**config.mk**
```make
export PLATFORM = sky130hd
export DESIGN_NAME = i2ct_target
export DESIGN_NICKNAME = d
export VERILOG_FILES = /design/src/rtl/i2ct_pkg.sv /design/src/rtl/i2ct_target.sv
export SDC_FILE = /design/constraint.sdc
export NUM_CORES = 1
export LEC_CHECK = 0
export ABC_CLOCK_PERIOD_IN_PS = 9600
export BUFFER_PORTS_ARGS = -buffer_cell sky130_fd_sc_hd__buf_2
export CAP_MARGIN = 0
export CORE_MARGIN = 2
export CORE_UTILIZATION = 55
export DETAILED_ROUTE_END_ITERATION = 16
export PLACE_DENSITY = 0.74
export SETUP_SLACK_MARGIN = 0.3
export SLEW_MARGIN = 20
export SYNTH_ARGS = -nofsm -noshare
export SYNTH_HDL_FRONTEND = slang
export SYNTH_SLANG_ARGS = --single-unit
export TNS_END_PERCENT = 50
```
**constraint.sdc**
```tcl
create_clock -name ref_clk -period 9.6 [get_ports ref_clk]
set_input_delay 1.92 -clock ref_clk [delete_from_list [all_inputs] [get_ports ref_clk]]
set_output_delay 1.92 -clock ref_clk [all_outputs]
set_load 0.05 [all_outputs]
```
**src/rtl/i2ct_pkg.sv**
```systemverilog
// constants, carriers and state record of the two-wire target controller
package i2ct_pkg;
  // register byte offsets
  localparam logic [7:0] OFS_CONTROL   = 8'h00;
  localparam logic [7:0] OFS_OWN_ADDR  = 8'h04;
  localparam logic [7:0] OFS_SPIKE_LEN = 8'h08;
  localparam logic [7:0] OFS_DATA_CMD  = 8'h0c;
  localparam logic [7:0] OFS_RAW_EVENT = 8'h10;
  localparam logic [7:0] OFS_EVT_MASK  = 8'h14;
  localparam logic [7:0] OFS_STATUS    = 8'h18;
  localparam logic [7:0] OFS_RX_LEVEL  = 8'h1c;
  localparam logic [7:0] OFS_TX_LEVEL  = 8'h20;
  localparam logic [7:0] OFS_SETUP     = 8'h24;
  // field positions
  localparam int CTL_ENABLE     = 0;
  localparam int CTL_ADDR10     = 1;
  localparam int RAW_RX_AVAIL   = 2;
  localparam int RAW_TX_EMPTY   = 4;
  localparam int RAW_RD_REQ     = 5;
  localparam int RAW_TRANSMIT_ABORT_FLAG    = 6;
  localparam int STAT_ACTIVITY  = 0;
  localparam int STAT_TX_NFULL  = 1;
  localparam int STAT_TX_EMPTY  = 2;
  localparam int STAT_RECEIVE_FIFO_NOT_EMPTY      = 3;
  // reset values
  localparam logic [3:0] CONTROL_RST  = 4'h5;
  localparam logic [9:0] OWN_ADDR_RST = 10'h055;
  localparam logic [6:0] EVT_MASK_RST = 7'h64;
  localparam logic [7:0] SETUP_RST    = 8'h01;
  // timing: widest spike to suppress, at the 20 ns ref_clk
  localparam int SPIKE_NS = 50;
  localparam int CLK_NS   = 20;
  localparam logic [7:0] SPIKE_LEN_RST = 8'((SPIKE_NS + CLK_NS - 1) / CLK_NS);
  // ten-bit address first-byte prefix
  localparam logic [4:0] TEN_BIT_PREFIX = 5'h1e;
  // fifo geometry
  localparam int FIFO_DEPTH = 4;
  localparam logic [2:0] FIFO_FULL = 3'h4;

  typedef struct packed {
    logic scl;
    logic sda;
  } i2ct_pin_in_type;

  typedef struct packed {
    logic scl_out;
    logic scl_oe;
    logic sda_out;
    logic sda_oe;
  } i2ct_pin_out_type;

  typedef enum logic [3:0] {
    ST_IDLE, ST_ADDR, ST_ADDR2, ST_ACK, ST_RX,
    ST_TX_WAIT, ST_TX, ST_TX_ACK, ST_IGNORE
  } i2ct_bus_type;

  typedef struct packed {
    logic       s1;
    logic       s2;
    logic       f;
    logic [7:0] cnt;
  } i2ct_filt_type;

  typedef struct packed {
    i2ct_filt_type          scl_l;
    i2ct_filt_type          sda_l;
    logic                   scl_prev;
    logic                   sda_prev;
    i2ct_bus_type           bus;
    i2ct_bus_type           after_ack;
    logic [7:0]             shreg;
    logic [3:0]             bitcnt;
    logic                   tenbit_hit;
    logic                   mack;
    logic                   loaded;
    logic [7:0]             setup_cnt;
    logic [3:0]             ctl;
    logic [9:0]             own;
    logic [7:0]             spklen;
    logic [6:0]             mask;
    logic [1:0]             receive_threshold_level;
    logic [1:0]             tx_tl;
    logic [7:0]             setup;
    logic                   rd_req;
    logic                   transmit_abort_flag;
    logic [3:0][7:0]        tx_mem;
    logic [1:0]             tx_wr;
    logic [1:0]             tx_rd;
    logic [2:0]             tx_cnt;
    logic [3:0][7:0]        rx_mem;
    logic [1:0]             rx_wr;
    logic [1:0]             rx_rd;
    logic [2:0]             rx_cnt;
    logic                   flush_req;
    i2ct_pin_out_type       pin;
    logic                   pready;
    logic                   pslverr;
    logic [31:0]            prdata;
    logic                   irq;
  } i2ct_state_type;

  // one step of a line's spike filter, sampled through two flip-flops
  function automatic i2ct_filt_type i2ct_filter_step(
    input i2ct_filt_type f, input logic pin, input logic [7:0] lim);
    i2ct_filt_type r;
    r    = f;
    r.s1 = pin;
    r.s2 = f.s1;
    if (f.cnt == 8'h00) begin
      if (f.s2 != f.f) r.cnt = 8'h01;
    end else if (f.s2 == f.f) begin
      r.cnt = 8'h00;
    end else if (f.cnt >= lim) begin
      r.f   = f.s2;
      r.cnt = 8'h00;
    end else begin
      r.cnt = 8'(f.cnt + 8'h01);
    end
    return r;
  endfunction
endpackage

```
**src/rtl/i2ct_target.sv**
```systemverilog
// two-wire bus target controller with apb register port
module i2ct_target
  import i2ct_pkg::*;
(
  // clock and reset
  input  wire logic                       ref_clk,
  input  wire logic                       rst,
  // apb slave
  input  wire logic                       psel,
  input  wire logic                       penable,
  input  wire logic                       pwrite,
  input  wire logic [7:0]                 paddr,
  input  wire logic [31:0]                pwdata,
  output logic                            pready,
  output logic                            pslverr,
  output logic [31:0]                     prdata,
  // two-wire bus lines
  input  wire i2ct_pkg::i2ct_pin_in_type  pin_in,
  output i2ct_pkg::i2ct_pin_out_type      pin_out,
  // event output
  output logic                            event_irq
);
  import i2ct_pkg::*;

  i2ct_state_type s;
  i2ct_state_type n;

  logic        scl_rise;
  logic        scl_fall;
  logic        start_c;
  logic        stop_c;
  logic        acc;
  logic        wr_now;
  logic        rd_now;
  logic        mapped;
  logic [31:0] rd_val;
  logic [6:0]  raw_view;
  logic        tx_push;
  logic        tx_pop;
  logic        rx_push;
  logic        rx_pop;
  logic        set_rd_req;
  logic        set_abrt;
  logic        hit;
  logic [7:0]  tx_head;

  assign pready    = s.pready;
  assign pslverr   = s.pslverr;
  assign prdata    = s.prdata;
  assign pin_out   = s.pin;
  assign event_irq = s.irq;

  always_comb begin
    n          = s;
    set_rd_req = 1'b0;
    set_abrt   = 1'b0;
    tx_push    = 1'b0;
    tx_pop     = 1'b0;
    rx_push    = 1'b0;
    rx_pop     = 1'b0;
    hit        = 1'b0;
    mapped     = 1'b1;
    rd_val     = 32'h0000_0000;
    tx_head    = s.tx_mem[s.tx_rd];
    n.flush_req = 1'b0;

    // two-flop sync then spike filter per line
    n.scl_l    = i2ct_filter_step(s.scl_l, pin_in.scl, s.spklen);
    n.sda_l    = i2ct_filter_step(s.sda_l, pin_in.sda, s.spklen);
    n.scl_prev = s.scl_l.f;
    n.sda_prev = s.sda_l.f;
    scl_rise   = s.scl_l.f & ~s.scl_prev;
    scl_fall   = ~s.scl_l.f & s.scl_prev;
    start_c    = s.scl_l.f & s.scl_prev & s.sda_prev & ~s.sda_l.f;
    stop_c     = s.scl_l.f & s.scl_prev & ~s.sda_prev & s.sda_l.f;

    // raw view: levels for fifo thresholds, sticky for the rest
    raw_view               = 7'h00;
    raw_view[RAW_RX_AVAIL] = s.rx_cnt > {1'b0, s.receive_threshold_level};
    raw_view[RAW_TX_EMPTY] = s.tx_cnt <= {1'b0, s.tx_tl};
    raw_view[RAW_RD_REQ]   = s.rd_req;
    raw_view[RAW_TRANSMIT_ABORT_FLAG]  = s.transmit_abort_flag;

    // apb: one wait state, the write lands on the pready edge
    acc       = psel & penable;
    wr_now    = acc & s.pready & pwrite;
    rd_now    = acc & s.pready & ~pwrite;
    n.pready  = acc & ~s.pready;
    case (paddr)
      OFS_CONTROL:   rd_val[3:0] = s.ctl;
      OFS_OWN_ADDR:  rd_val[9:0] = s.own;
      OFS_SPIKE_LEN: rd_val[7:0] = s.spklen;
      OFS_DATA_CMD:  rd_val[7:0] = s.rx_mem[s.rx_rd];
      OFS_RAW_EVENT: rd_val[6:0] = raw_view;
      OFS_EVT_MASK:  rd_val[6:0] = s.mask;
      OFS_STATUS: begin
        rd_val[STAT_ACTIVITY] = s.bus != ST_IDLE;
        rd_val[STAT_TX_NFULL] = s.tx_cnt != FIFO_FULL;
        rd_val[STAT_TX_EMPTY] = s.tx_cnt == 3'h0;
        rd_val[STAT_RECEIVE_FIFO_NOT_EMPTY]     = s.rx_cnt != 3'h0;
      end
      OFS_RX_LEVEL:  rd_val[1:0] = s.receive_threshold_level;
      OFS_TX_LEVEL:  rd_val[1:0] = s.tx_tl;
      OFS_SETUP:     rd_val[7:0] = s.setup;
      default:       mapped = 1'b0;
    endcase
    if (acc & ~s.pready) begin
      n.prdata  = rd_val;
      n.pslverr = ~mapped;
    end
    if (wr_now) begin
      case (paddr)
        OFS_CONTROL:   n.ctl    = pwdata[3:0];
        OFS_OWN_ADDR:  n.own    = pwdata[9:0];
        OFS_SPIKE_LEN: n.spklen = pwdata[7:0];
        OFS_DATA_CMD:  tx_push  = s.tx_cnt != FIFO_FULL;
        OFS_EVT_MASK:  n.mask   = pwdata[6:0];
        OFS_RX_LEVEL:  n.receive_threshold_level  = pwdata[1:0];
        OFS_TX_LEVEL:  n.tx_tl  = pwdata[1:0];
        OFS_SETUP:     n.setup  = pwdata[7:0];
        default: ;
      endcase
    end
    rx_pop = rd_now & (paddr == OFS_DATA_CMD) & (s.rx_cnt != 3'h0);

    // bus state machine
    case (s.bus)
      ST_IDLE: ;
      ST_ADDR, ST_ADDR2, ST_RX: begin
        if (scl_rise && s.bitcnt != 4'h8) begin
          n.shreg  = {s.shreg[6:0], s.sda_l.f};
          n.bitcnt = 4'(s.bitcnt + 4'h1);
        end
        if (scl_fall && s.bitcnt == 4'h8) begin
          n.bitcnt = 4'h0;
          if (s.bus == ST_ADDR) begin
            if (!s.ctl[CTL_ADDR10]) begin
              hit         = s.shreg[7:1] == s.own[6:0];
              n.after_ack = s.shreg[0] ? ST_TX_WAIT : ST_RX;
            end else begin
              hit = s.shreg[7:3] == TEN_BIT_PREFIX &&
                    s.shreg[2:1] == s.own[9:8] &&
                    (!s.shreg[0] || s.tenbit_hit);
              n.after_ack = s.shreg[0] ? ST_TX_WAIT : ST_ADDR2;
            end
          end else if (s.bus == ST_ADDR2) begin
            hit          = s.shreg == s.own[7:0];
            n.tenbit_hit = hit;
            n.after_ack  = ST_RX;
          end else begin
            // a full receive fifo refuses the byte with a nack
            hit         = s.rx_cnt != FIFO_FULL;
            rx_push     = hit;
            n.after_ack = ST_RX;
          end
          n.bus        = hit ? ST_ACK : ST_IGNORE;
          n.pin.sda_oe = hit;
        end
      end
      ST_ACK: begin
        if (scl_fall) begin
          n.pin.sda_oe = 1'b0;
          n.bus        = s.after_ack;
          if (s.after_ack == ST_TX_WAIT) begin
            set_rd_req   = 1'b1;
            n.pin.scl_oe = 1'b1;
            n.loaded     = 1'b0;
            if (s.tx_cnt != 3'h0) begin
              set_abrt    = 1'b1;
              n.flush_req = 1'b1;
            end
          end
        end
      end
      ST_TX_WAIT: begin
        n.pin.scl_oe = 1'b1;
        if (!s.loaded) begin
          // hold until data is present and both flags are cleared
          if (s.tx_cnt != 3'h0 && !s.rd_req && !s.transmit_abort_flag) begin
            n.shreg      = tx_head;
            tx_pop       = 1'b1;
            n.loaded     = 1'b1;
            n.setup_cnt  = 8'h00;
            n.pin.sda_oe = ~tx_head[7];
          end
        end else if (s.setup_cnt >= s.setup) begin
          // data has been set up long enough: release the clock
          n.pin.scl_oe = 1'b0;
          n.loaded     = 1'b0;
          n.bitcnt     = 4'h0;
          n.bus        = ST_TX;
        end else begin
          n.setup_cnt = 8'(s.setup_cnt + 8'h01);
        end
      end
      ST_TX: begin
        if (scl_fall) begin
          if (s.bitcnt == 4'h7) begin
            n.pin.sda_oe = 1'b0;
            n.bitcnt     = 4'h0;
            n.bus        = ST_TX_ACK;
          end else begin
            n.shreg      = {s.shreg[6:0], 1'b0};
            n.pin.sda_oe = ~s.shreg[6];
            n.bitcnt     = 4'(s.bitcnt + 4'h1);
          end
        end
      end
      ST_TX_ACK: begin
        if (scl_rise) n.mack = ~s.sda_l.f;
        if (scl_fall) begin
          if (s.mack) begin
            if (s.tx_cnt != 3'h0) begin
              n.shreg      = tx_head;
              tx_pop       = 1'b1;
              n.pin.sda_oe = ~tx_head[7];
              n.bus        = ST_TX;
            end else begin
              set_rd_req   = 1'b1;
              n.pin.scl_oe = 1'b1;
              n.loaded     = 1'b0;
              n.bus        = ST_TX_WAIT;
            end
          end else begin
            // nack ends the read; the master stops next
            n.bus = ST_IGNORE;
            if (s.tx_cnt != 3'h0) begin
              set_abrt    = 1'b1;
              n.flush_req = 1'b1;
            end
          end
        end
      end
      ST_IGNORE: ;
      default: n.bus = ST_IDLE;
    endcase

    if (start_c || stop_c || !s.ctl[CTL_ENABLE]) begin
      n.bus        = (start_c && s.ctl[CTL_ENABLE]) ? ST_ADDR : ST_IDLE;
      n.bitcnt     = 4'h0;
      n.loaded     = 1'b0;
      n.pin.sda_oe = 1'b0;
      n.pin.scl_oe = 1'b0;
      if (!start_c) n.tenbit_hit = 1'b0;
    end

    // sticky flags: a hardware set wins over a software clear
    n.rd_req  = (s.rd_req & ~(wr_now & (paddr == OFS_RAW_EVENT) &
                pwdata[RAW_RD_REQ])) | set_rd_req;
    n.transmit_abort_flag = (s.transmit_abort_flag & ~(wr_now & (paddr == OFS_RAW_EVENT) &
                pwdata[RAW_TRANSMIT_ABORT_FLAG])) | set_abrt;
    n.irq     = |(raw_view & s.mask);

    // transmit fifo: the flush is taken one cycle after the bus side asks
    if (s.flush_req) begin
      n.tx_cnt = 3'h0;
      n.tx_rd  = s.tx_wr;
    end else begin
      if (tx_push) begin
        n.tx_mem[s.tx_wr] = pwdata[7:0];
        n.tx_wr           = 2'(s.tx_wr + 2'h1);
      end
      if (tx_pop) n.tx_rd = 2'(s.tx_rd + 2'h1);
      n.tx_cnt = 3'(s.tx_cnt + {2'h0, tx_push} - {2'h0, tx_pop});
    end
    if (rx_push) begin
      n.rx_mem[s.rx_wr] = s.shreg;
      n.rx_wr           = 2'(s.rx_wr + 2'h1);
    end
    if (rx_pop) n.rx_rd = 2'(s.rx_rd + 2'h1);
    n.rx_cnt = 3'(s.rx_cnt + {2'h0, rx_push} - {2'h0, rx_pop});
  end

  always_ff @(posedge ref_clk) begin
    if (rst) begin
      s            <= '0;
      s.scl_l.s1   <= 1'b1;
      s.scl_l.s2   <= 1'b1;
      s.scl_l.f    <= 1'b1;
      s.sda_l.s1   <= 1'b1;
      s.sda_l.s2   <= 1'b1;
      s.sda_l.f    <= 1'b1;
      s.scl_prev   <= 1'b1;
      s.sda_prev   <= 1'b1;
      s.ctl        <= CONTROL_RST;
      s.own        <= OWN_ADDR_RST;
      s.spklen     <= SPIKE_LEN_RST;
      s.mask       <= EVT_MASK_RST;
      s.setup      <= SETUP_RST;
    end else begin
      s <= n;
    end
  end
endmodule

```
Word-level counts from Yosys, hierarchy flattened
Index checks and enable logic that the tools add are counted.

storage, ports and cells
  register bits after elaboration = 192
  latch bits = 0
  bits in writable memories = 0
  ROM bits = 0
  input port bits = 47
  output and inout port bits = 39
  logic and storage cells = 337
  memories kept = 0

cells by class
  add/subtract/negate cells = 12
  multipliers = 0
  div/mod/pow operators = 0
  order comparisons = 11
  eq/ne operators = 57
  shift-type cells = 0
  multiplexer cells = 117
  bitwise operators = 38
  reduce and logical (&&, ||, !) cells = 54

operator list
  kind                 number
  $mux 8               20
  $bwmux 32            2
  $mux 1               54
  $mux 4               13
  $bmux 8 s2           2
  $demux 8 s2          2
  $eq 8x5->1 const B   4
  $pmux 8 s4           1
  $ne 2x2->1 const B   15
  $ne 3x3->1 const B   10
  $add 8x1->8 const B  3
  $eq 4x3->1 const B   6
  $ge 8x8->1           3
  $logic_not 8->1      3
  $mux 12              2
  $pmux 4 s6           1
  $reduce_and 2->1     10
  $and 1x1->1          19
  $mux 9               2
  $pmux 2 s9           1
  $pmux 3 s6           1
  $reduce_and 9->1     2
  $eq 8x4->1 const B   2
  $eq 8x6->1 const B   2
  49 further kinds     109

Longest topological paths before layout
Gate-level depths: netlist of the first run.

  depth in word-level cells = 11
  depth in mapped cells = 15
  depth with buffers taken out = 14

Least setup slack after synthesis of the first run
OpenSTA, ideal clock, no wires.

  path type = input to register
  from = in paddr[4]
  to = reg s[81] in the netlist's numbering
  setup time = 133 ps
  data arrival time = 4411 ps
  required time = 9467 ps
  setup slack = 5056 ps
  cell stages on the path = 12
  path buffers = 2
  cells stage by stage = buf_4 -> or4_4 -> buf_6 -> or4_1 -> ha_1 -> inv_1 -> ha_1 -> inv_1 -> fa_1 -> xor2_1 -> xnor2_1 -> nor3_1

between the ends
  cells in the longest elaborated chain, start to end = 5

RTL lines
  what                  line                text
  start, declared       i2ct_target.sv:12   input wire logic [7:0] paddr,
  $eq 8x4->1            i2ct_target.sv:112  case (paddr)
  $mux 1                i2ct_target.sv:112
  $mux 1                i2ct_target.sv:111  if (wr_now) begin
  $add 3x1->3           i2ct_target.sv:264  n.tx_cnt = 3'(s.tx_cnt + {2'h0, tx_push} - {2'h0, tx_pop});
  $sub 3x1->3           i2ct_target.sv:264
  end signal, assigned  i2ct_target.sv:291  s <= n;
  end, declared         i2ct_target.sv:25   i2ct_state_type s;

Every way passes these cells.
A chain may end at the register's enable or synchronous reset.

Worst setup path in the final report of the first run
  from = in paddr[5]
  to = reg s[42] in the netlist's numbering

between the ends
  cells in the longest elaborated chain, start to end = 4

RTL lines
  what                      line                text
  $eq 8x4->1                i2ct_target.sv:124  rx_pop = rd_now & (paddr == OFS_DATA_CMD) & (s.rx_cnt != 3'h0);
  $and 1x1->1 (2 in a row)  i2ct_target.sv:124
  via rx_pop                i2ct_target.sv:41   logic rx_pop;
  $sub 3x1->3               i2ct_target.sv:271  n.rx_cnt = 3'(s.rx_cnt + {2'h0, rx_push} - {2'h0, rx_pop});

The timed path passes the listed nets, and every way through them passes these cells.

==> flow_summary.json, run 1 <==
{
  "drive_above_1_share": 0.110,
  "antennaDiodeCount": 0,
  "end_kind": "register",
  "cts.clk_slew.worst_paths_ns": 0.07,
  "grtUsageTotal": 0.268,
  "detail_route.vias_per_cell": 5.98,
  "holdPathStages": 1,
  "core.rowCount": 50,
  "ys_ff_latch": 191,
  "synth-edff-count": 0,
  "area_growth_pct": 5.24,
  "cts_tree": "done",
  "cts_max_level": 4,
  "drc": 0,
  "dp.cells": 1432,
  "cts_root_buf": "clkbuf_16",
  "drv_slew": 0,
  "final.min_clock_period_ns": 4.28,
  "antenna_left": 0,
  "utilization": 0.586,
  "fin_cells": 1464,
  "ff2ff_setup_slack_ns": 5.84,
  "finalSetupTns_ns": 0,
  "avgSynthCellArea_um2": 8.31,
  "clock_latency_ns": 0.44,
  "worstHoldEndpoint": "s[203]",
  "met3WireLength_mm": 1.86,
  "cts_buffer_depth": 2,
  "setup_violations": 0,
  "route.met2.wl_mm": 12.3,
  "crit_slowest_cell": "nor4_4",
  "cts_made_buffers": 17,
  "required_ns": 9.90,
  "leakage_uw": 0.00396,
  "gp_congestion": 0.938,
  "hp-class": "register to register",
  "rsz0062_at_grt": "no",
  "firstDrtPassIters": 8,
  "ys_seq_area_frac": 0.370,
  "r2r-end": "s[81]",
  "first_global_vias": 8070,
  "fp.dieH_um": 141,
  "dp_hpwl_mm": 18.7,
  "fp.coreArea_um2": 18600,
  "r2r_cells": 11,
  "p_comb_frac": 0.068,
  "synthFlopType": "dfxtp_1",
  "reg2reg_from": "s[188]",
  "pwr-share-clk": 0.434,
  "period_share": 0.445,
  "port_buffers": 39,
  "ys.warnings.count": 0,
  "vdd_ir_drop_max_mv": 0.123,
  "dr.first_iter.drc_count": 699,
  "cp_top_family": "simple AND/OR/NAND/NOR gates",
  "slowest_delay_ns": 0.58,
  "startpoint_type": "input port",
  "p_switching_uw": 419,
  "fin_skew_ns": 0.0103,
  "p_per_area_nw_per_um2": 148,
  "start_util": 0.557,
  "avgRoutedWirePerCell_um": 18.1,
  "synth_cells": 1244,
  "path_cells": "buf_2 > nor4_4 > nand3_1 > nor3_1 > ha_1 > inv_1 > ha_1 > inv_1 > fa_1 > xor2_1 > xnor2_1 > nor2_1",
  "path_max_fanout": 9,
  "cts_resized": 0,
  "grt_antenna_before_repair": 1,
  "switching_share": 0.260,
  "vias": 8758,
  "die_w_um": 141,
  "synth_cell_types": 82,
  "status": "finished clean",
  "post-cts-setup-buffers": 0,
  "crit_buf_inv": 3,
  "fmax_ghz": 0.234,
  "syn_area_um2": 10300,
  "grt_remaining_overflow": 0,
  "p_int_uw": 1200,
  "cts_hold_buf": 0,
  "ios": 86,
  "path_class": "input port to register",
  "drv_cap": 0,
  "crit_arrival_ns": 4.57,
  "die_area_um2": 19900,
  "seqPwrFrac": 0.497,
  "grt_pass1_wl_mm": 42.3,
  "met1_length_mm": 11.5,
  "worst_pin_slew_ns": 1.01,
  "hp-start": "n[203]",
  "relSlewSlack": 0.317,
  "grt_max_degree": 80,
  "async_reset_ff_frac": 0,
  "final_nets": 1313,
  "cts.sinks": 191,
  "final-hold-violation-count": 0,
  "routed.top_layer": "met5",
  "finalWirelength_mm": 26.5
}
==> registers in the layout, indices dropped and copies added (netlist names) <==
signal     flops
pready         1
raw_view       2
s            170
pin_out        2
pslverr        1
prdata        10
event_irq      1
n              4
==> metrics by stage <==
step,setup slack (ns),hold WS [ns],power [uW],cell area [um2]
after floorplan,5.06,0.389,914,10400
after global placement,4.97,0.399,929,10300
after detailed placement,4.89,0.393,930,10300
after CTS,5.35,0.415,1620,10900
after global routing,5.20,0.440,1670,10900
final,5.32,0.413,1610,10900
==> cell families after synthesis <==
kind of cell,share of synthesized area
AO/OA/AOI/OAI,0.143
XOR/XNOR,0.0406
adder cells (fa/ha/maj),0.0617
buffers and inverters,0.0819
flip-flops,0.370
multiplexers,0.0647
other,0.000363
AND/OR/NAND/NOR,0.238
==> cell usage in the layout, fill, tap and decap left out, types with 4 or more instances in the layout <==
cell	Yosys	layout
a211oi_1	7	6
a21oi_1	131	131
a22oi_1	7	7
a31o_2	8	8
a32o_1	4	4
and2_1	9	9
and3_1	9	9
buf_2	26	38
buf_4	40	8
clkbuf_16	0	17
clkinv_4	0	4
conb_1	1	24
dfxtp_1	191	191
ha_1	47	47
inv_1	43	43
mux2i_1	26	26
mux4_2	17	17
nand2_1	200	200
nand2b_1	8	8
nand3_1	97	97
nand3b_1	5	5
nand4_1	7	7
nor2_1	74	74
nor2_2	4	4
nor2b_1	13	13
nor3_1	35	35
nor3b_1	4	4
nor4_1	5	5
o21a_1	5	5
o21ai_0	29	29
o22ai_1	5	5
o31ai_1	4	4
or2_2	6	6
or3_1	8	8
xnor2_1	17	17
xor2_1	31	31
==> synth_stat cells, types with 7 or more instances <==
| cell type | count | share of area |
|---|---|---|
| or3_1 | 8 | 0.0048 |
| dfxtp_1 | 191 | 0.37 |
| ha_1 | 47 | 0.057 |
| and2_1 | 9 | 0.0054 |
| nor2_1 | 74 | 0.027 |
| and3_1 | 9 | 0.0054 |
| xor2_1 | 31 | 0.026 |
| xnor2_1 | 17 | 0.014 |
| o21ai_0 | 29 | 0.014 |
| nand2b_1 | 8 | 0.0048 |
| nor3_1 | 35 | 0.017 |
| nor2b_1 | 13 | 0.0079 |
| buf_6 | 9 | 0.0098 |
| a31o_2 | 8 | 0.0068 |
| mux4_2 | 17 | 0.037 |
| buf_4 | 40 | 0.029 |
| a22oi_1 | 7 | 0.0051 |
| nand2_1 | 200 | 0.073 |
| nand3_1 | 97 | 0.047 |
| nand4_1 | 7 | 0.0042 |
| buf_1 | 7 | 0.0025 |
| a21oi_1 | 131 | 0.063 |
| mux2i_1 | 26 | 0.025 |
| clkbuf_1 | 33 | 0.012 |
| inv_1 | 43 | 0.016 |
| buf_2 | 26 | 0.013 |
| a211oi_1 | 7 | 0.0051 |
==> power groups by stage <==
stage / sequential, uW / clock (uW) / combinational (uW)
after global routing: 804 / 744 / 118
final: 803 / 702 / 110
after global placement: 821 / 0 / 107
after floorplan: 819 / 0 / 94.7
after CTS: 803 / 714 / 108
after detailed placement: 821 / 0 / 108
==> metal layers <==
layer	global-route usage	vias to the layer above
met5	0	-
met4	0.116	2
met3	0.0516	55
met2	0.424	316
met1	0.359	4152
li1	-	4233
==> how the worst max path moves through the flow <==
stage | slack [ns] | start | to | cells after the start
after floorplan | 5.06 | paddr[4] | s[81] | 12
after global placement | 4.97 | paddr[5] | s[81] | 11
after detailed placement | 4.89 | paddr[5] | s[42] | 12
after CTS | 5.35 | paddr[5] | s[42] | 12
after global routing | 5.20 | paddr[5] | s[42] | 12
final | 5.32 | paddr[5] | s[42] | 12
==> layout make-up <==
type	count	area, um2
well taps	234	293
clock buffers	18	439
inverters	44	165
clock inverters	14	150
flip-flops and latches	191	3820
fillers	1675	7700
repair buffers	46	250
multi-input cells	917	5760
==> worst reg2reg max path, stage by stage, from the launching register on <==
cell	delay [ns]
dfxtp_1	0.75
nor2b_1	0.61
nand4_1	0.32
o31ai_1	0.63
ha_1	0.34
inv_1	0.06
ha_1	0.13
inv_1	0.05
fa_1	0.38
xor2_1	0.17
xnor2_1	0.13
nor3_1	0.06
(Power assumes the default switching activity.)
==> inputs of run 2 (changes only) <==
ABC_CLOCK_PERIOD_IN_PS = 3800   (was 9600)
PLACE_DENSITY = 0.77   (was 0.74)
clock period = 3.8 ns   (was 9.6 ns; I/O delays follow)
==> flow_summary.json, run 2 (synthesis gave the netlist of run 1 again) <==
{
  "finalWirelength_mm": 26.8,
  "drv_slew": 0,
  "required_ns": 4.16,
  "use_met2": 0.446,
  "fp.coreArea_um2": 18600,
  "end_kind": "register",
  "firstDrtPassIters": 5,
  "path_class": "input port to register",
  "core.rowCount": 50,
  "fin_skew_ns": 0.0129,
  "final_nets": 1327,
  "grt_remaining_overflow": 0,
  "cts_root_buf": "clkbuf_16",
  "cts_buffer_depth": 2,
  "die_area_um2": 19900,
  "final-hold-violation-count": 0,
  "worst_pin_slew_ns": 1.08,
  "setup_violations": 0,
  "first_global_vias": 8223,
  "avgRoutedWirePerCell_um": 18.1,
  "crit_slowest_cell": "or4_4",
  "relSlewSlack": 0.276,
  "largest_reg_flops": 170,
  "post-cts-setup-buffers": 0,
  "leakage_uw": 0.00403,
  "endpoint": "s[81]",
  "gp_congestion": 0.966,
  "grt_antenna_before_repair": 1,
  "port_buffers": 39,
  "cts_made_buffers": 17,
  "final_common_cell": "nand2_1",
  "cts_max_level": 4,
  "dr.first_iter.drc_count": 778,
  "cts.sinks": 191,
  "met3_usage": 0.0499,
  "path_max_fanout": 9,
  "fp.dieH_um": 141,
  "path_cells": "buf_2 > or4_4 > or4_1 > ha_1 > inv_1 > ha_1 > inv_1 > fa_1 > xor2_1 > xnor2_1 > nor3_1",
  "worst_slack_ns": 0.752,
  "grt_most_used_layer": "met2",
  "slowest_delay_ns": 0.63,
  "finalSetupTns_ns": 0,
  "top_register": "s",
  "drc": 0,
  "layout_common_cells": "nand2_1, dfxtp_1, a21oi_1",
  "period_share": 0.802,
  "drv_cap": 0,
  "antenna_left": 0,
  "pre_cts_ws_ns": 0.295,
  "cts_tree": "done",
  "grt_pass1_wl_mm": 43.1,
  "cp_top_family": "simple AND/OR/NAND/NOR gates",
  "crit_arrival_ns": 3.41,
  "reg2reg_from": "n[193]",
  "fmax_ghz": 0.328,
  "antennaDiodeCount": 0,
  "area_growth_pct": 6.16,
  "rsz0062_at_grt": "no",
  "ff2ff_setup_slack_ns": 0.78,
  "status": "finished clean",
  "crit_buf_inv": 3,
  "cts_hold_buf": 0,
  "cts.clk_slew.worst_paths_ns": 0.07,
  "vdd_ir_drop_max_mv": 0.327,
  "r2r_cells": 12,
  "hp-class": "register to register",
  "crit_path_start": "paddr[5]",
  "crit_cells": 11,
  "final.min_clock_period_ns": 3.05,
  "vias": 8871,
  "cts_resized": 0,
  "clock_latency_ns": 0.44,
  "ios": 86,
  "r2r-end": "s[42]",
  "die_w_um": 141,
  "drive_above_1_share": 0.118,
  "detail_route.vias_per_cell": 6.00,
  "startpoint_type": "input port",
  "p_per_area_nw_per_um2": 374,
  "start_util": 0.557,
  "dp_hpwl_mm": 19.1,
  "finalPower_uw": 4110,
  "grtUsageTotal": 0.273,
  "grt_use_met1": 0.365,
  "fin_cells": 1478,
  "grt_max_degree": 67,
  "dp.cells": 1446
}
[run 2: cell types whose count changed in the layout (fill, tap and decap cells not counted), sizes merged]
cell,change
clkinv,-2
buf,+14
clkbuf,+1
clkinvlp,-2
inv,+3
[run 2: layer usage]
metal  wire [um]  vias up  part of all wire
met5          13        -           0.00049
met4         828        2             0.031
met3        2000       68             0.075
met2       12500      353              0.47
met1       11400     4175              0.43
li1            -     4273                 -
[run 2: per-stage QoR]
| stage | area (um2) | hold slack, ns | util |
|---|---|---|---|
| after detailed placement | 10400 | 0.393 | 0.559 |
| after global routing | 11000 | 0.426 | 0.591 |
| after floorplan | 10400 | 0.389 | - |
| after CTS | 11000 | 0.413 | 0.591 |
| final | 11000 | 0.412 | 0.591 |
| after global placement | 10400 | 0.391 | 0.559 |
[run 2: worst min-delay path by stage]
stage | start | to | cells past startpoint
6_report | n[203] | s[203] | 1
4_1_cts | n[203] | s[203] | 1
3_5_place_dp | n[214] | s[214] | 1
3_3_place_gp | n[203] | s[203] | 1
2_1_floorplan | n[203] | s[203] | 1
5_1_grt | n[203] | s[203] | 1
[run 2: final cells by class]
cell class	count	area, um2
multi-input cells	917	5760
flip-flops and latches	191	3820
repair buffers	60	355
well taps	234	293
clock inverters	13	141
fillers	1639	7600
inverters	44	165
clock buffers	19	443
[run 2: power by group]
part	leakage [uW]	internal, uW	switching, uW	total (uW)
combinational	0.00220	71.4	221	293
sequential	0.00154	2010	10.2	2020
clock	0.000289	948	842	1790
total	0.00403	3030	1070	4110
[run 2: worst register-to-register path: stages, from the launching register on]
cell and delay [ns]:
dfxtp_1 0.39, nand2b_1 0.35, nor2_2 0.42, and4_1 0.35
inv_1 0.11, ha_1 0.30, inv_1 0.06, ha_1 0.13
inv_1 0.05, fa_1 0.37, xor2_1 0.17, xnor2_1 0.13
nor2_1 0.05
==> inputs of run 3 (changes only) <==
ABC_AREA = 1   (was unset)
ABC_CLOCK_PERIOD_IN_PS = 2900   (was 3800)
PLACE_DENSITY = 0.74   (was 0.77)
clock period = 2.9 ns   (was 3.8 ns; I/O delays follow)
==> flow_summary.json, run 3 <==
{
  "utilization": 0.618,
  "synth-edff-count": 0,
  "final-hold-violation-count": 0,
  "avgRoutedWirePerCell_um": 16.1,
  "seqPwrFrac": 0.483,
  "fin_cells": 1693,
  "path_class": "register to register",
  "top_register": "s",
  "drv_slew": 0,
  "synth_cell_types": 49,
  "core.rowCount": 49,
  "cts.sinks": 191,
  "vdd_ir_drop_max_mv": 0.432,
  "detail_route.vias_per_cell": 5.54,
  "synthFlopType": "dfxtp_1",
  "path_max_fanout": 5,
  "fp.coreArea_um2": 18000,
  "relSlewSlack": 0.572,
  "worst_slack_ns": 0.401,
  "die_area_um2": 19600,
  "dp_hpwl_mm": 19.5,
  "ys_seq_area_frac": 0.376,
  "final.min_clock_period_ns": 2.50,
  "cts_hold_buf": 0,
  "yosys-top-cells-area": "dfxtp_1, a21oi_1, nand2_1, o21ai_0, inv_1",
  "crit_arrival_ns": 2.82,
  "antenna_left": 0,
  "dp.cells": 1650,
  "dr.first_iter.drc_count": 923,
  "rsz0062_at_grt": "yes",
  "final_common_cell": "nand2_1",
  "end_kind": "register",
  "switching_share": 0.265,
  "largest_reg_flops": 170,
  "fin_skew_ns": 0.00775,
  "required_ns": 3.22,
  "clock_latency_ns": 0.44,
  "grt_remaining_overflow": 0,
  "grt_pass1_wl_mm": 43.5,
  "p_switching_uw": 1490,
  "synth_commonest_cells": "nand2_1, dfxtp_1, a21oi_1",
  "p_per_area_nw_per_um2": 504,
  "layout_common_cells": "nand2_1, a21oi_1, dfxtp_1",
  "final_cell_area_um2": 11100,
  "period_share": 0.862,
  "setup_violations": 0,
  "grt_antenna_before_repair": 0,
  "ys_ff_latch": 191,
  "worst_pin_slew_ns": 0.639,
  "fill_cells": 1705,
  "grtUsageTotal": 0.277,
  "synth_top_area_share": 0.376,
  "synth_cells": 1424,
  "avgSynthCellArea_um2": 7.14,
  "antennaDiodeCount": 0,
  "syn_area_um2": 10200,
  "cts_tree": "done",
  "finalSetupTns_ns": 0,
  "p_comb_frac": 0.085,
  "area_growth_pct": 9.66,
  "firstDrtPassIters": 5,
  "cts_buffer_depth": 2,
  "place_area_um2": 10400,
  "grt_max_degree": 94,
  "finalWirelength_mm": 27.2,
  "pwr-share-clk": 0.431,
  "pre_cts_ws_ns": 0.0482,
  "drc": 0,
  "start_util": 0.564,
  "port_buffers": 39,
  "die_w_um": 140,
  "cts_max_level": 4,
  "gp_congestion": 0.960,
  "async_reset_ff_frac": 0,
  "synth_most_common_cell": "nand2_1",
  "fmax_ghz": 0.400,
  "synth.largest_area_cell": "dfxtp_1",
  "cts_root_buf": "clkbuf_16",
  "cts_made_buffers": 17,
  "startpoint_type": "register",
  "p_int_uw": 4130,
  "vias": 9380,
  "drive_above_1_share": 0.111,
  "ios": 86,
  "leakage_uw": 0.00479,
  "first_global_vias": 8463,
  "status": "finished clean",
  "hp-class": "input port to register",
  "fp.dieH_um": 140,
  "final_nets": 1547,
  "drv_cap": 0,
  "ys.warnings.count": 0,
  "cts.clk_slew.worst_paths_ns": 0.07
}
==> run 3: path summary, 6_finish.rpt <==
check	from	end	slack [ns]	depth (start not counted)
setup / recovery	s[173]	s[42]	0.40	15
hold / removal	pin_in[1]	n[214]	0.32	2
setup reg to reg	s[173]	s[42]	0.40	15
hold reg to reg	n[214]	s[214]	0.41	1
==> run 3: routing by layer <==
metal  vias to the layer above  global-route usage  share of wire
met2                       331               0.437           0.45
li1                       4695                   -              -
met5                         -                   0              0
met3                        66              0.0472          0.067
met1                      4288               0.383           0.45
met4                         0               0.106          0.032
==> run 3: repair_timing <==
item	CTS	global route
setup buffers	0	11
resized for setup	1	28
pin swaps	0	10
setup endpoints to repair	1	3
==> run 3: power groups by stage <==
| stage | Sequential, uW | Clock [uW] | Combinational (uW) |
|---|---|---|---|
| floorplan | 2760 | 0 | 376 |
| global placement | 2770 | 0 | 454 |
| detailed placement | 2770 | 0 | 458 |
| CTS | 2710 | 2430 | 462 |
| global route | 2720 | 2530 | 529 |
| finish | 2720 | 2420 | 480 |
==> run 3: kinds of logic after synthesis <==
logic type               Yosys count  synth area share
AO/OA/AOI/OAI                    408             0.210
XOR/XNOR                          20            0.0172
adder cells (fa/ha/maj)           49            0.0618
buffers and inverters            278             0.121
flip-flops                       191             0.376
other                              1          0.000369
AND/OR/NAND/NOR                  477             0.213
==> run 3: per-stage QoR <==
step | hold WS (ns) | total power (uW)
2_1_floorplan | 0.389 | 3130
3_3_place_gp | 0.392 | 3230
3_5_place_dp | 0.394 | 3230
4_1_cts | 0.320 | 5610
5_1_grt | 0.333 | 5780
6_report | 0.323 | 5620
==> run 3: cell type report <==
type / instances / area [um2] / share of cell area
Timing Repair Buffer: 66 / 410 / 0.0368
Inverter: 197 / 757 / 0.0679
Tap cell: 229 / 287 / 0.0257
Multi-Input combinational cell: 978 / 5260 / 0.472
Sequential cell: 191 / 3840 / 0.344
Clock inverter: 11 / 129 / 0.0116
Clock buffer: 21 / 470 / 0.0422
==> run 3: worst max-delay path, cell delays in order (launching register included) <==
cell and delay, ns:
dfxtp_2 0.34, inv_2 0.07, ha_4 0.12, nand3b_1 0.11
nor2_2 0.20, nand2_4 0.11, nor2_8 0.16, clkinv_8 0.06
ha_4 0.22, inv_1 0.05, ha_2 0.16, inv_2 0.04
fa_2 0.37, xor2_2 0.17, o21ai_1 0.14, a21oi_1 0.05
